--- src/design/dfi_map.vh ---
// Constants for the subtract-one-from-file instruction block.
// Assumes a 16-bit instruction word and a 12-bit data-memory address.
//
// Contract
// - Opcode 0000 01da; subtract one from operand; update all five flags
// - Destination bit 0: result goes to accumulator, memory untouched
// - Destination bit 1: result written back to the addressed location
// - Region bit 0: operand address resolved inside the access bank
// - Region bit 1: address is bank pointer joined with 8-bit field
// - Region 0, extended set on, field <= 5Fh: indexed literal offset
`ifndef DFI_MAP_VH
`define DFI_MAP_VH

// ----------------------------------------------------------------------
// Instruction fields
// ----------------------------------------------------------------------
`define DFI_OPC_HI        15
`define DFI_OPC_LO        10
`define DFI_OPC_VALUE     6'h01
`define DFI_BIT_DEST      9
`define DFI_BIT_REGION    8
`define DFI_FIELD_HI      7

// ----------------------------------------------------------------------
// Addressing
// ----------------------------------------------------------------------
`define DFI_IDX_LIMIT     8'h5f
`define DFI_ACCESS_SPLIT  8'h80
`define DFI_LOW_BANK      4'h0
`define DFI_SFR_BANK      4'hf

// ----------------------------------------------------------------------
// Reset values
// ----------------------------------------------------------------------
`define DFI_RST_ACC       8'h00
`define DFI_RST_ADDR      12'h000
`define DFI_RST_BYTE      8'h00
`define DFI_RST_INSTR     16'h0000

`endif

--- src/design/dfi_alu.v ---
// Subtract-one arithmetic and flag generation for one operand byte.
// Purely combinational; the core registers everything it uses.
`timescale 1ns/1ps
`default_nettype none

module dfi_alu (
    input  wire [7:0] i_operand,     // Byte read from data memory
    output wire [7:0] o_result,      // Operand minus one
    output wire       o_carry,       // Set when no borrow occurred
    output wire       o_nibble_bf,   // Set when low nibble did not borrow
    output wire       o_negative,    // Result bit 7
    output wire       o_signed_wrap, // Signed overflow
    output wire       o_zero         // Result is zero
);

    // --------------------------------------------------------------
    // Subtraction done as addition of ff so carry means no borrow
    // --------------------------------------------------------------
    wire [8:0] sum_full;
    wire [4:0] sum_low;

    assign sum_full      = {1'b0, i_operand} + 9'h0ff;
    assign sum_low       = {1'b0, i_operand[3:0]} + 5'h0f;
    assign o_result      = sum_full[7:0];
    assign o_carry       = sum_full[8];
    assign o_nibble_bf   = sum_low[4];
    assign o_negative    = sum_full[7];
    // Only 80h wraps from most negative to most positive
    assign o_signed_wrap = i_operand[7] & ~sum_full[7];
    assign o_zero        = (sum_full[7:0] == 8'h00);

endmodule // dfi_alu

`default_nettype wire

--- src/design/dfi_core.v ---
// Execution core for the subtract-one-from-file instruction.
// Assumes synchronous data memory on the same clock: read data is valid
// while o_mem_rd is high and is sampled at the end of that phase.
// Bank pointer, index base and extended-set enable come from core logic
// on this clock and are read without synchronisers.
`timescale 1ns/1ps
`default_nettype none
`include "dfi_map.vh"

module dfi_core (
    input  wire        i_mclk,              // 50 MHz core clock
    input  wire        i_sys_rst,           // Async reset, active high
    input  wire        i_start,             // Start pulse with instruction
    input  wire [15:0] i_instr,             // Instruction word
    input  wire [3:0]  i_bank_pointer,      // Bank pointer
    input  wire [11:0] i_index_base,        // Index pointer for offsets
    input  wire        i_ext_en,            // Extended instruction set on
    input  wire [7:0]  i_mem_rdata,         // Data memory read data
    output wire [11:0] o_mem_addr,          // Data memory address
    output wire        o_mem_rd,            // Read strobe, one phase
    output wire        o_mem_wr,            // Write strobe, one phase
    output wire [7:0]  o_mem_wdata,         // Write data
    output wire [7:0]  o_acc,               // Accumulator
    output wire        o_carry_flag,        // Carry (no borrow)
    output wire        o_nibble_borrow_flag,// Digit carry
    output wire        o_negative_flag,     // Negative
    output wire        o_signed_wrap_flag,  // Overflow
    output wire        o_zero_flag,         // Zero
    output wire [1:0]  o_phase,             // Current quarter phase
    output wire        o_busy,              // Instruction in progress
    output wire        o_done,              // Pulse in the write phase
    output wire        o_unknown            // Pulse: opcode not matched
);

    // --------------------------------------------------------------
    // States
    // --------------------------------------------------------------
    localparam [2:0] ST_IDLE = 3'd0;
    localparam [2:0] ST_DEC  = 3'd1;
    localparam [2:0] ST_READ = 3'd2;
    localparam [2:0] ST_PROC = 3'd3;
    localparam [2:0] ST_WR   = 3'd4;

    // --------------------------------------------------------------
    // Operand address resolution
    // --------------------------------------------------------------
    function [11:0] dfi_resolve;
        input [7:0]  field;
        input        region;
        input        ext;
        input [3:0]  bank;
        input [11:0] base;
        begin
            if (region) begin
                dfi_resolve = {bank, field};
            end else if (ext && (field <= `DFI_IDX_LIMIT)) begin
                // Offset wraps inside the 12-bit space
                dfi_resolve = base + {4'h0, field};
            end else if (field < `DFI_ACCESS_SPLIT) begin
                dfi_resolve = {`DFI_LOW_BANK, field};
            end else begin
                dfi_resolve = {`DFI_SFR_BANK, field};
            end
        end
    endfunction

    // --------------------------------------------------------------
    // Registers
    // --------------------------------------------------------------
    reg [2:0]  state_ff;
    reg [2:0]  nxt_state;
    reg [15:0] instr_ff;
    reg [7:0]  operand_ff;
    reg [11:0] addr_ff;
    reg        rd_ff;
    reg        wr_ff;
    reg [7:0]  wdata_ff;
    reg [7:0]  acc_ff;
    reg        c_ff;
    reg        nbf_ff;
    reg        n_ff;
    reg        swf_ff;
    reg        z_ff;
    reg [1:0]  phase_ff;
    reg        busy_ff;
    reg        done_ff;
    reg        unknown_ff;

    wire       opc_match;
    wire [7:0] alu_result;
    wire       alu_c;
    wire       alu_nbf;
    wire       alu_n;
    wire       alu_swf;
    wire       alu_z;

    assign opc_match = (instr_ff[`DFI_OPC_HI:`DFI_OPC_LO] == `DFI_OPC_VALUE);

    dfi_alu u_alu (
        .i_operand     (operand_ff),
        .o_result      (alu_result),
        .o_carry       (alu_c),
        .o_nibble_bf   (alu_nbf),
        .o_negative    (alu_n),
        .o_signed_wrap (alu_swf),
        .o_zero        (alu_z)
    );

    // --------------------------------------------------------------
    // Phase sequencing
    // --------------------------------------------------------------
    always @* begin
        nxt_state = state_ff;
        case (state_ff)
            ST_IDLE: begin
                if (i_start) begin
                    nxt_state = ST_DEC;
                end
            end
            ST_DEC: begin
                // A foreign opcode ends the cycle without any access
                nxt_state = opc_match ? ST_READ : ST_IDLE;
            end
            ST_READ: begin
                nxt_state = ST_PROC;
            end
            ST_PROC: begin
                nxt_state = ST_WR;
            end
            ST_WR: begin
                // Back-to-back start keeps the pipeline without a gap
                nxt_state = i_start ? ST_DEC : ST_IDLE;
            end
            default: begin
                nxt_state = ST_IDLE;
            end
        endcase
    end

    always @(posedge i_mclk or posedge i_sys_rst) begin
        if (i_sys_rst) begin
            state_ff   <= ST_IDLE;
            instr_ff   <= `DFI_RST_INSTR;
            operand_ff <= `DFI_RST_BYTE;
            addr_ff    <= `DFI_RST_ADDR;
            rd_ff      <= 1'b0;
            wr_ff      <= 1'b0;
            wdata_ff   <= `DFI_RST_BYTE;
            acc_ff     <= `DFI_RST_ACC;
            c_ff       <= 1'b0;
            nbf_ff     <= 1'b0;
            n_ff       <= 1'b0;
            swf_ff     <= 1'b0;
            z_ff       <= 1'b0;
            phase_ff   <= 2'h0;
            busy_ff    <= 1'b0;
            done_ff    <= 1'b0;
            unknown_ff <= 1'b0;
        end else begin
            state_ff   <= nxt_state;
            rd_ff      <= 1'b0;
            wr_ff      <= 1'b0;
            done_ff    <= 1'b0;
            unknown_ff <= 1'b0;
            busy_ff    <= (nxt_state != ST_IDLE);
            // Phase output names the quarter the core enters
            phase_ff   <= (nxt_state == ST_IDLE) ? 2'h0 :
                          nxt_state[1:0] - 2'h1;
            if (nxt_state == ST_WR) begin
                phase_ff <= 2'h3;
            end
            case (state_ff)
                ST_IDLE: begin
                    if (i_start) begin
                        instr_ff <= i_instr;
                    end
                end
                ST_DEC: begin
                    if (opc_match) begin
                        addr_ff <= dfi_resolve(
                            instr_ff[`DFI_FIELD_HI:0],
                            instr_ff[`DFI_BIT_REGION],
                            i_ext_en, i_bank_pointer, i_index_base);
                        rd_ff   <= 1'b1;
                    end else begin
                        unknown_ff <= 1'b1;
                    end
                end
                ST_READ: begin
                    operand_ff <= i_mem_rdata;
                end
                ST_PROC: begin
                    c_ff    <= alu_c;
                    nbf_ff  <= alu_nbf;
                    n_ff    <= alu_n;
                    swf_ff  <= alu_swf;
                    z_ff    <= alu_z;
                    done_ff <= 1'b1;
                    if (instr_ff[`DFI_BIT_DEST]) begin
                        wr_ff    <= 1'b1;
                        wdata_ff <= alu_result;
                    end else begin
                        acc_ff   <= alu_result;
                    end
                end
                ST_WR: begin
                    if (i_start) begin
                        instr_ff <= i_instr;
                    end
                end
                default: begin
                    instr_ff <= instr_ff;
                end
            endcase
        end
    end

    // --------------------------------------------------------------
    // Outputs
    // --------------------------------------------------------------
    assign o_mem_addr           = addr_ff;
    assign o_mem_rd             = rd_ff;
    assign o_mem_wr             = wr_ff;
    assign o_mem_wdata          = wdata_ff;
    assign o_acc                = acc_ff;
    assign o_carry_flag         = c_ff;
    assign o_nibble_borrow_flag = nbf_ff;
    assign o_negative_flag      = n_ff;
    assign o_signed_wrap_flag   = swf_ff;
    assign o_zero_flag          = z_ff;
    assign o_phase              = phase_ff;
    assign o_busy               = busy_ff;
    assign o_done               = done_ff;
    assign o_unknown            = unknown_ff;

endmodule // dfi_core

`default_nettype wire

--- config.mk ---
export PLATFORM = sky130hd
export DESIGN_NAME = dfi_core
export DESIGN_NICKNAME = d
export VERILOG_FILES = /design/src/design/dfi_alu.v /design/src/design/dfi_core.v
export VERILOG_INCLUDE_DIRS = /design/src /design/src/design
export SDC_FILE = /design/constraint.sdc
export NUM_CORES = 1
export LEC_CHECK = 0
export BUFFER_PORTS_ARGS = -buffer_cell sky130_fd_sc_hd__buf_2
export CAP_MARGIN = 40
export CORE_MARGIN = 4
export CORE_UTILIZATION = 33
export CTS_BUF_LIST = sky130_fd_sc_hd__clkbuf_2
export DETAILED_ROUTE_END_ITERATION = 10
export PLACE_DENSITY = 0.67
export RECOVER_POWER = 25
export SYNTH_ARGS = -nofsm -noshare
export SYNTH_HDL_FRONTEND = slang
export SYNTH_HIERARCHICAL = 1
export SYNTH_SLANG_ARGS = --single-unit
export TNS_END_PERCENT = 100
--- constraint.sdc ---
create_clock -name i_mclk -period 2.4 [get_ports i_mclk]
set_clock_uncertainty 0.2 [all_clocks]
set_input_delay 0.48 -clock i_mclk [delete_from_list [all_inputs] [get_ports i_mclk]]
set_output_delay 0.48 -clock i_mclk [all_outputs]
set_load 0.05 [all_outputs]
# After elaboration in Yosys (flattened, before gate mapping)
# Cells that the tools add are included.
[op_classes]
addsub = 4
n_mul = 0
div = 0
magnitude_cmp = 2
n_eq_ne = 6
shift = 0
muxes = 16
bitwise = 3
reduce_logical = 10
[op_table]
columns = ["op", "n"]
rows = [
  ["two-way mux 12 bit", 3],
  ["case mux 3 bit (5 select lines)", 1],
  ["adder 12 x 8 -> 12 bit", 1],
  ["adder 8 x 8 -> 9 bit, second input constant", 1],
  ["less-or-equal comparator 8 x 7 -> 1 bit, second input constant", 1],
  ["zero test 8 bit", 1],
  ["< comparator 8 bit, second input constant", 1],
  ["two-way mux 1 bit", 8],
  ["AND reduction 2 bit", 4],
  ["== test 3 x 2 -> 1 bit, second input constant", 2],
  ["== test 3 bit, second input constant", 2],
  ["== test 6 x 1 -> 1 bit, second input constant", 1],
  ["zero test 3 bit", 2],
  ["two-way mux 2 bit", 3],
  ["adder 4 x 4 -> 5 bit, second input constant", 1],
  ["== test 3 x 1 -> 1 bit, second input constant", 1],
  ["two-way mux 3 bit", 1],
  ["nonzero test 3 bit", 1],
  ["NOT 1 bit", 2],
  ["OR reduction 2 bit", 1],
  ["subtractor 2 x 1 -> 2 bit, second input constant", 1],
  ["AND 1 bit", 1],
  ["logical AND 1 bit", 1],
]
[totals]
reg_bits = 67
latchBits = 0
ram_bits = 0
rom_bits = 0
inputBits = 44
out_inout_bits = 40
memories = 0

# Depth between registers and ports, before layout
# Gate-level depths: netlist of run 1.
[logic_depth]
ltp_word = 6
ltp_mapped = 8

# Modules after synthesis
# Netlist of run 1, hierarchy kept.
[by_module_without_submodules]
columns = ["mod", "n_inst", "cells_each", "area_per_inst_um2"]
rows = [
  ["dfi_core", 1, 277, 3126.7],
  ["dfi_alu", 1, 23, 166.4],
]

# Least setup slack after synthesis of run 1
# Ideal clock, no wire load.
[synth_path]
kind = "register -> register"
from = "register instr_ff[15]"
to = "register addr_ff[11], in the netlist o_mem_addr[11]"
setup_time_ns = 0.123
t_arrival_ns = 1.976
required_time_ns = 2.077
slack_ns = 0.101
path_stages_with_launch = 8
path_cell_list = "dfrtp_1 > or4b_1 > or3_1 > buf_2 > clkinv_1 > mux2_2 > a41oi_1 > nand2_1"
[synth_via]
elab_chain_len = 2
[synth_lines]
columns = ["element", "line", "rtl"]
rows = [
  ["from (decl)", "dfi_core.v:72", "reg [15:0] instr_ff;"],
  ["from (signal assigned)", "dfi_core.v:143", "instr_ff <= `DFI_RST_INSTR;"],
  ["from (signal assigned)", "dfi_core.v:175", "instr_ff <= i_instr;"],
  ["from (signal assigned)", "dfi_core.v:208", "instr_ff <= i_instr;"],
  ["== test 6 x 1 -> 1 bit (no line)", "n/a", ""],
  ["AND reduction 2 bit (no line)", "n/a", ""],
  ["to (signal assigned)", "dfi_core.v:145", "addr_ff <= `DFI_RST_ADDR;"],
  ["to (signal assigned)", "dfi_core.v:180", "addr_ff <= dfi_resolve("],
  ["to (decl)", "dfi_core.v:74", "reg [11:0] addr_ff;"],
]
# No other way between the ends.
# A chain may end at the register's enable or synchronous reset.

# Worst setup path in the final report of run 1
# Ends and elaborated chain as after synthesis.

==> results of run 1 <==
==> where the power goes <==
part	total [uW]	switching (uW)	internal (uW)
logic	2260	1500	760
registers	1710	238	1470
clock network	890	431	458
==> cell usage after synthesis (2+ instances only) <==
cell	number
mux2_2	40
xor2_1	4
o2111ai_1	2
nand3_1	7
or3_1	8
nor3_1	5
nor4b_1	2
or2_2	4
or3b_1	2
clkinv_1	2
ha_1	11
o31ai_1	4
nand2_1	40
o31a_1	3
nor2b_1	7
a31oi_1	2
a21oi_1	8
o21ai_0	8
mux2i_1	3
clkbuf_1	5
o22ai_1	2
nor4_1	4
buf_2	2
o21a_1	2
dfrtp_1	67
inv_1	11
and3_1	3
nor2_1	14
a211oi_1	5
nand2b_1	3
==> sequential cells by signal, summed over array words and instances, names as in the netlist <==
register / cells
instr_ff: 16
o_acc: 8
o_busy: 1
o_carry_flag: 1
o_done: 1
o_mem_addr: 12
o_mem_rd: 1
o_mem_wdata: 8
o_mem_wr: 1
o_negative_flag: 1
o_nibble_borrow_flag: 1
o_phase: 2
o_signed_wrap_flag: 1
o_unknown: 1
o_zero_flag: 1
operand_ff: 8
state_ff: 3
==> worst paths after layout <==
check	from	endpoint	slack, ns	cells past startpoint
max reg2reg	instr_ff[15]	o_mem_addr[11]	0.07	6
min in group asynchronous	i_sys_rst	operand_ff[3]	0.38	3
max in group asynchronous	i_sys_rst	o_mem_addr[1]	0.44	4
min	i_bank_pointer[0]	o_mem_addr[8]	0.07	3
min reg2reg	state_ff[2]	o_phase[1]	0.31	1
max	instr_ff[15]	o_mem_addr[11]	0.07	6
==> per-stage QoR <==
stage	instances	TNS (ns)
final	567	0
after global routing	567	0
after CTS	566	0
after detailed placement	525	-0.00588
after global placement	525	0
after floorplan	300	0
==> metal layers <==
metal / global-route usage (%) / part of all wire (%) / up-vias
li1: - / - / 1330
met1: 18.3 / 42 / 1334
met2: 25.1 / 51 / 65
met3: 4.14 / 5.7 / 11
met4: 4.87 / 1.6 / 0
met5: 0 / 0 / -
==> kinds of logic after synthesis <==
| kind of cell | share of synthesized area, % |
|---|---|
| compound gates | 9.08 |
| flops | 50.9 |
| buf+inv | 2.85 |
| fa+ha+maj | 4.79 |
| simple gates | 16.5 |
| mux | 14.6 |
| xor+xnor | 1.33 |
==> worst max-delay path: cells and delay by family (launching register included) <==
family | cells | cell delay [ns]
DFF | 1 | 0.44
muxes | 1 | 0.35
and+or+nand+nor | 3 | 1.00
AOI/OAI and AO/OA | 1 | 0.15
buffers and inverters | 1 | 0.12
==> layout make-up <==
type / count / area [um^2] / share of cell area, %
multi-input combinational: 210 / 1570 / 35.1
inverter: 13 / 52.6 / 1.18
clock inverter: 7 / 124 / 2.78
sequential: 67 / 1680 / 37.6
tap: 133 / 166 / 3.73
timing repair buffer: 128 / 828 / 18.6
clock buffer: 9 / 45.0 / 1.01
==> cells in the final DEF, fill, tap and decap left out, types with 3 or more instances in the layout <==
| master | Yosys | routed |
|---|---|---|
| inv_1 | 11 | 11 |
| dfrtp_1 | 67 | 67 |
| nand3_1 | 7 | 7 |
| o31ai_1 | 4 | 4 |
| and3_1 | 3 | 3 |
| nor2_1 | 14 | 14 |
| bufinv_16 | 0 | 3 |
| mux2i_1 | 3 | 3 |
| buf_4 | 1 | 18 |
| buf_2 | 2 | 83 |
| nor3_1 | 5 | 5 |
| or3_1 | 8 | 7 |
| nand2_1 | 40 | 40 |
| clkbuf_2 | 1 | 9 |
| o21ai_0 | 8 | 8 |
| mux2_2 | 40 | 40 |
| xor2_1 | 4 | 4 |
| a21oi_1 | 8 | 8 |
| a211oi_1 | 5 | 5 |
| dlygate4sd3_1 | 0 | 25 |
| nand2b_1 | 3 | 3 |
| ha_1 | 11 | 10 |
| nor2b_1 | 7 | 6 |
| or2_2 | 4 | 4 |
| o31a_1 | 3 | 3 |
==> repair_timing <==
item                                    4_1_cts  5_1_grt
endpoints found under the hold margin        41        0
buffers inserted                              0        1
endpoints found under the setup margin        0        6
hold buffers                                 25        0
gates resized for setup                       0        9
==> results.sh, run 1 <==
export IMPL_final_hold_viol_count=0
export IMPL_synthCells=300
export IMPL_grt_overflow_total=0
export IMPL_seq_area_frac_synth_pct=50.9
export IMPL_tightest_slew_ns=0.669
export IMPL_dp_hpwl_um=6210
export IMPL_antenna_found_initial=0
export IMPL_synth_seq_cells=67
export IMPL_finalCritPeriodShare_pct=96.9
export IMPL_synth_warning_count=6
export IMPL_drtIter0Drc=122
export IMPL_cts_buffers=9
export IMPL_cp_start_kind="register"
export IMPL_cp_arrival_ns=2.53
export IMPL_areaGrowthSynthToFinish_pct=35.4
export IMPL_num_io_pins=84
export IMPL_final_antenna_net_count=0
export IMPL_slew_limit_headroom_pct=55.3
export IMPL_drv_slew=0
export IMPL_die_h_um=108
export IMPL_clockBufferDepth=2
export IMPL_htreeDepth=3
export IMPL_ir_drop_mv=0.761
export IMPL_track_usage_pct=14.9
export IMPL_finalWorstPathRequiredPeriod_ns=2.33
export IMPL_avgSynthCellArea_um2=11.0
export IMPL_placed_area_um2=4000
export IMPL_fmax_mhz=430
export IMPL_wl_um=8200
export IMPL_status="finished clean"
export IMPL_crit_chain="or4b_4, or3_4, clkinvlp_4, mux2_2, a41oi_2, nand2_1"
export IMPL_dieArea_um2=11600
export IMPL_drive_gt1_share_pct=40.6
export IMPL_clock_sinks=67
export IMPL_crit_slowest_cell="or4b_4"
export IMPL_gp_congestion=0.804
export IMPL_io_buffers=83
export IMPL_yosysTopAreaCellShare_pct=50.9
export IMPL_dr_pass1_iters=4
export IMPL_power_density_nw_per_um2=1090
export IMPL_synth_area_um2=3290
export IMPL_start_util_pct=33.8
export IMPL_path_clk_slew_ns=0.21
export IMPL_p_leak_uw=0.00222
export IMPL_power_uw=4870
export IMPL_setup_ws_ns=0.0746
export IMPL_path_max_fanout=4
export IMPL_synth_fp_nets=356
export IMPL_cp_end_kind="register"
export IMPL_grt_pass1_wl_um=13600
export IMPL_clock_root_buffer="clkbuf_2"
export IMPL_vias_per_cell=4.83
export IMPL_via_count=2740
export IMPL_wl_per_cell_um=14.5
export IMPL_setup_viol=0
export IMPL_rsz0062_at_grt="no"
export IMPL_postLayoutCellArea_um2=4460
export IMPL_worst_ep_required_time_ns=2.61
export IMPL_hold_ws_ns=0.0694
export IMPL_layout_nets=485
export IMPL_die_x_um=108
export IMPL_place_ws_ns=-0.00588
export IMPL_grt_pass1_vias=2734
export IMPL_synth_main_ff_cell="dfrtp_1"
export IMPL_post_route_util_pct=45.8
export IMPL_core_area_um2=9730
export IMPL_synth_area_top_cells="dfrtp_1 (51%), mux2_2 (14%), nand2_1 (4.6%)"
export IMPL_hold_path_class="input pin to register"
export IMPL_grt_max_degree=51
export IMPL_drc_errors=0
export IMPL_nFillCells=951
export IMPL_cts_tree="done"
export IMPL_cap_violations=0
export IMPL_crit_type="register to register"
export IMPL_yosysTopAreaCell="dfrtp_1"
export IMPL_async_flop_share_pct=100
export IMPL_diodes=0
export IMPL_slowest_delay_ns=0.55
export IMPL_rows=36
export IMPL_ys_types=50
export IMPL_clkLatencyLatePin_ns=0.49
export IMPL_synth_edf_count=0
(Power assumes the default switching activity.)
==> inputs of run 2 (changes only) <==
--- a/config.mk
+++ b/config.mk
@@ -8,7 +8,6 @@
 export LEC_CHECK = 0
 export BUFFER_PORTS_ARGS = -buffer_cell sky130_fd_sc_hd__buf_2
 export CAP_MARGIN = 40
-export CORE_MARGIN = 4
 export CORE_UTILIZATION = 33
 export CTS_BUF_LIST = sky130_fd_sc_hd__clkbuf_2
 export DETAILED_ROUTE_END_ITERATION = 10
==> run 2 against run 1 <==
  * Non-clock buffer count increased by 3
  * Design area shrank 1.0%
  * Power fell by 4.7%
  * Worst hold slack lost 0.012 ns
  * Setup slack improved by 0.021 ns
  * Routed wire length is 5.0% lower
  * Flip-flop and latch count stayed put
  * Die area down 11%
  * Sequential share of layout area grew 0.39 points
  * Clock power down 24%
  * Fmax rose by 0.92%
  * Critical path depth unchanged
  * Largest power group unchanged
  * Highest routed layer unchanged
==> results.sh, run 2 (synthesized netlist as in run 1, its figures left out) <==
export IMPL_status="finished clean"
export IMPL_core_area_um2=9730
export IMPL_grt_max_degree=36
export IMPL_crit_slowest_cell="or4b_1"
export IMPL_top_register="instr_ff"
export IMPL_ir_drop_mv=0.783
export IMPL_via_count=2703
export IMPL_critPathLaunch="instr_ff[15]"
export IMPL_crit_chain="or4b_1, or3_4, clkinv_1, mux2_2, a41oi_1, nand2_1"
export IMPL_die_h_um=102
export IMPL_diodes=0
export IMPL_cap_violations=0
export IMPL_path_max_fanout=4
export IMPL_wl_per_cell_um=13.7
export IMPL_drtIter0Drc=126
export IMPL_num_io_pins=84
export IMPL_cp_end_kind="register"
export IMPL_worst_ep_required_time_ns=2.61
export IMPL_drc_errors=0
export IMPL_track_usage_pct=15.5
export IMPL_layout_nets=488
export IMPL_setup_viol=0
export IMPL_nFillCells=959
export IMPL_place_inst=528
export IMPL_final_cell_mix="buf_2 (83), dfrtp_1 (67), nand2_1 (40), mux2_2 (40), dlygate4sd3_1 (25)"
export IMPL_path_clk_slew_ns=0.21
export IMPL_dr_pass1_iters=4
export IMPL_grt_overflow_total=0
export IMPL_hold_path_class="input pin to register"
export IMPL_drv_slew=0
export IMPL_hp_start="i_bank_pointer[0]"
export IMPL_cts_tree="done"
export IMPL_final_antenna_net_count=0
export IMPL_r2r_start="instr_ff[15]"
export IMPL_clock_root_buffer="clkbuf_2"
export IMPL_p_leak_uw=0.00220
export IMPL_power_uw=4640
export IMPL_slowest_delay_ns=0.56
export IMPL_final_hold_viol_count=0
export IMPL_largest_reg_flops=16
export IMPL_htreeDepth=3
export IMPL_gp_congestion=0.844
export IMPL_rows=36
export IMPL_power_density_nw_per_um2=1050
export IMPL_slew_limit_headroom_pct=10.5
export IMPL_grt_pass1_vias=2539
export IMPL_crit_type="register to register"
export IMPL_finalCritPeriodShare_pct=96.0
export IMPL_vias_per_cell=4.74
export IMPL_drive_gt1_share_pct=39.6
export IMPL_io_buffers=83
export IMPL_finalWorstPathRequiredPeriod_ns=2.30
export IMPL_tightest_slew_ns=1.34
export IMPL_start_util_pct=33.8
export IMPL_fmax_mhz=434
export IMPL_final_common_cell="buf_2"
export IMPL_grt_pass1_wl_um=12200
export IMPL_dp_hpwl_um=5930
export IMPL_antenna_found_initial=0
export IMPL_clkLatencyLatePin_ns=0.50
export IMPL_finalNonFillerCells=570
export IMPL_worst_r2r_setup_slack_ns=0.1
export IMPL_cts_buffers=9
export IMPL_clockBufferDepth=2
export IMPL_die_x_um=102
export IMPL_post_route_util_pct=45.4
export IMPL_wl_um=7800
export IMPL_cp_arrival_ns=2.51
export IMPL_areaGrowthSynthToFinish_pct=34.0
export IMPL_clock_sinks=67
export IMPL_dieArea_um2=10400
export IMPL_cp_start_kind="register"
export IMPL_rsz0062_at_grt="yes"
-- run 2: worst paths after layout --
| path | endpoint | cells past startpoint |
|---|---|---|
| max in group asynchronous | instr_ff[6] | 4 |
| setup / recovery | o_mem_addr[11] | 6 |
| min in group asynchronous | operand_ff[3] | 3 |
| hold reg to reg | o_signed_wrap_flag | 2 |
| setup reg to reg | o_mem_addr[11] | 6 |
| hold / removal | o_mem_addr[8] | 3 |
-- run 2: worst max-delay path: cells and delay by family (launching register included) --
kind / cells / cell delay, ns
compound gates: 1 / 0.16
flops: 1 / 0.43
simple gates: 3 / 1.01
mux: 1 / 0.33
buf+inv: 1 / 0.10
-- run 2: repair_timing --
action / CTS / global route
cloned: 0 / 0
pin swaps: 0 / 0
setup buffers: 0 / 1
endpoints found under the hold margin: 56 / 0
endpoints found under the setup margin: 1 / 5
hold buffers: 25 / 0
resized for setup: 1 / 4
-- run 2: final cells by class --
cell class                      instances  area [um^2]  share of cell area [%]
Clock inverter                          7         75.1                    1.70
Timing Repair Buffer                  131          851                    19.3
Tap cell                              133          166                    3.77
Multi-Input combinational cell        210         1550                    35.1
Sequential cell                        67         1680                    38.0
Inverter                               13         48.8                    1.11
Clock buffer                            9         45.0                    1.02
-- run 2: metal layers --
layer | vias to the layer above | GRT usage, % | share of wire (%)
met5 | - | 0 | 0
met4 | 0 | 5.60 | 1.2
met3 | 11 | 3.83 | 4.6
met1 | 1294 | 20.0 | 46
li1 | 1333 | - | -
met2 | 65 | 25.5 | 48
-- run 2: metrics by stage --
stage          instance area (um^2)  worst slack [ns]  hold WS [ns]  TNS [ns]
2_1_floorplan                  3290            0.0368         0.248         0
3_3_place_gp                   4010            0.0454         0.257         0
3_5_place_dp                   4010           0.00190         0.273         0
4_1_cts                        4390            0.0546       0.00174         0
5_1_grt                        4410           -0.0134        0.0178   -0.0138
6_report                       4410            0.0957        0.0570         0
-- run 2: power breakdown --
| part | total [uW] | internal, uW | switching, uW |
|---|---|---|---|
| logic | 2250 | 761 | 1480 |
| registers | 1710 | 1470 | 239 |
| clock network | 680 | 244 | 435 |
==> inputs of run 3 (changes only) <==
--- a/config.mk
+++ b/config.mk
@@ -15,6 +15,5 @@
 export RECOVER_POWER = 25
 export SYNTH_ARGS = -nofsm -noshare
 export SYNTH_HDL_FRONTEND = slang
-export SYNTH_HIERARCHICAL = 1
 export SYNTH_SLANG_ARGS = --single-unit
 export TNS_END_PERCENT = 100
==> run 3 against run 2 <==
  * Sequential share of layout area increased by 1.8 points
  * Clock power up 18%
  * Setup slack better by 0.048 ns
  * Design area is 4.6% lower
  * Fmax increased by 2.1%
  * Routed wire length is 1.2% higher
  * Flip-flop and latch count unchanged
  * Area after synthesis is 3.2% lower
  * Register-to-register slack improved by 0.05 ns
  * Sequential power about the same
  * Critical endpoint is now o_mem_addr[6]
  * Largest cell class unchanged
==> results.sh, run 3 <==
export IMPL_nFillCells=909
export IMPL_rows=35
export IMPL_final_cell_mix="buf_2 (83), dfrtp_1 (67), nand2_1 (35)"
export IMPL_hp_start="i_bank_pointer[0]"
export IMPL_core_area_um2=9280
export IMPL_setup_tns_ns=0
export IMPL_synth_seq_cells=67
export IMPL_timing_rr_end="o_mem_addr[6]"
export IMPL_ys_types=51
export IMPL_wl_per_cell_um=14.2
export IMPL_wl_um=7890
export IMPL_io_buffers=83
export IMPL_synth_main_ff_cell="dfrtp_1"
export IMPL_p_leak_uw=0.00209
export IMPL_vias_per_cell=4.77
export IMPL_dr_pass1_iters=4
export IMPL_yosys_cell_count_top_type="dfrtp_1"
export IMPL_holdPathStages=3
export IMPL_cts_tree="done"
export IMPL_async_flop_share_pct=100
export IMPL_cts_buffers=9
export IMPL_path_clk_slew_ns=0.24
export IMPL_antenna_found_initial=0
export IMPL_worst_ep_required_time_ns=2.59
export IMPL_final_hold_viol_count=0
export IMPL_grt_pass1_vias=2663
export IMPL_via_count=2645
export IMPL_dieArea_um2=10100
export IMPL_num_io_pins=84
export IMPL_grt_overflow_total=0
export IMPL_synth_area_top_cells="dfrtp_1 (53%), mux2_2 (7.8%), ha_1 (4.3%)"
export IMPL_clock_root_buffer="clkbuf_2"
export IMPL_synth_area_um2=3190
export IMPL_placed_area_um2=3820
export IMPL_grt_max_degree=68
export IMPL_setup_ws_ns=0.144
export IMPL_cp_start_kind="register"
export IMPL_die_h_um=100
export IMPL_yosysTopAreaCell="dfrtp_1"
export IMPL_place_ws_ns=-0.138
export IMPL_drc_errors=0
export IMPL_crit_type="register to register"
export IMPL_start_util_pct=34.4
export IMPL_cp_arrival_ns=2.45
export IMPL_synthTopCellsByCount="dfrtp_1 (67), nand2_1 (35), nor2_1 (26)"
export IMPL_r2r_start="instr_ff[2]"
export IMPL_drtIter0Drc=114
export IMPL_hold_path_class="input pin to register"
export IMPL_holdPathEnd="o_mem_addr[8]"
export IMPL_yosysTopAreaCellShare_pct=52.6
export IMPL_ir_drop_mv=0.345
export IMPL_synth_edf_count=0
export IMPL_gp_congestion=0.877
export IMPL_status="finished clean"
export IMPL_diodes=0
export IMPL_drv_slew=0
export IMPL_post_route_util_pct=45.4
export IMPL_top_register="instr_ff"
export IMPL_cts_setup_buffers=0
export IMPL_areaGrowthSynthToFinish_pct=32.1
export IMPL_largest_reg_flops=16
export IMPL_avgSynthCellArea_um2=10.6
export IMPL_clock_sinks=67
export IMPL_final_common_cell="buf_2"
export IMPL_seq_area_frac_synth_pct=52.6
export IMPL_drive_gt1_share_pct=33.3
export IMPL_path_max_fanout=4
export IMPL_setup_viol=0
export IMPL_synthCells=302
export IMPL_worst_r2r_setup_slack_ns=0.14
export IMPL_htreeDepth=3
export IMPL_power_density_nw_per_um2=1050
export IMPL_clkLatencyLatePin_ns=0.51
export IMPL_r2r_cells=7
export IMPL_cap_violations=0
export IMPL_synth_warning_count=0
export IMPL_track_usage_pct=16.6
export IMPL_layout_nets=477
export IMPL_synth_fp_nets=358
export IMPL_finalWorstPathRequiredPeriod_ns=2.26
export IMPL_rsz0062_at_grt="no"
export IMPL_grt_pass1_wl_um=12900
export IMPL_final_antenna_net_count=0
export IMPL_clockBufferDepth=2
export IMPL_finalCritPeriodShare_pct=94.0
export IMPL_fmax_mhz=443
export IMPL_dp_hpwl_um=5730
export IMPL_die_x_um=100
export IMPL_cp_end_kind="register"
export IMPL_tightest_slew_ns=0.916
export IMPL_slew_limit_headroom_pct=38.9
export IMPL_postLayoutCellArea_um2=4210
[run 3: worst max-delay path by stage]
stage | from | to | slack, ns
floorplan | i_sys_rst | instr_ff[0] | 0.04
global placement | i_index_base[0] | o_mem_addr[10] | 0.009
detailed placement | i_index_base[0] | o_mem_addr[10] | -0.14
CTS | instr_ff[0] | o_mem_addr[10] | 0.04
global route | instr_ff[0] | o_mem_addr[6] | 0.03
finish | instr_ff[2] | o_mem_addr[6] | 0.14
[run 3: stage by stage]
step	std cells	total power [uW]	hold WS, ns
detailed placement	514	3620	0.265
floorplan	302	3100	0.283
global route	555	4710	0.0564
CTS	555	4470	0.0404
global placement	514	3570	0.257
finish	555	4430	0.0819
[run 3: repair_timing]
action                                 in CTS  in global routing
setup endpoints to repair                   0                  3
endpoints found under the hold margin      91                  0
resized for setup                           0                  3
hold buffers                               25                  0
[run 3: cell families after synthesis]
family | count (synthesis) | share of synthesized area [%]
simple gates | 104 | 16.7
mux | 25 | 8.71
flops | 67 | 52.6
fa+ha+maj | 12 | 4.94
buf+inv | 21 | 2.55
compound gates | 64 | 12.1
xor+xnor | 9 | 2.47
[run 3: final cells by class]
type / instances / area [um^2] / area share, %
Sequential cell: 67 / 1680 / 39.8
Timing Repair Buffer: 116 / 738 / 17.5
Clock buffer: 9 / 45.0 / 1.07
Clock inverter: 7 / 98.8 / 2.35
Multi-Input combinational cell: 214 / 1440 / 34.3
Inverter: 13 / 48.8 / 1.16
Tap cell: 129 / 161 / 3.83
[run 3: power breakdown]
part           internal [uW]  total (uW)  switching (uW)
combinational            614        1940            1320
clock                    353         805             452
sequential              1450        1690             242
[run 3: metal layers]
metal / vias up / track usage [%] / routed length [um]
li1: 1308 / - / -
met1: 1249 / 21.5 / 3540
met2: 74 / 27.1 / 3860
met3: 14 / 2.99 / 326
met4: 0 / 7.80 / 168
met5: - / 0 / 0
[run 3: worst max-delay path, cell delays in order, from the launching register on]
cell     delay [ns]
dfrtp_1        0.46
ha_1           0.33
nor2b_2        0.18
o31a_1         0.31
buf_4          0.15
o22ai_1        0.18
mux2i_1        0.21
nand3_1        0.10
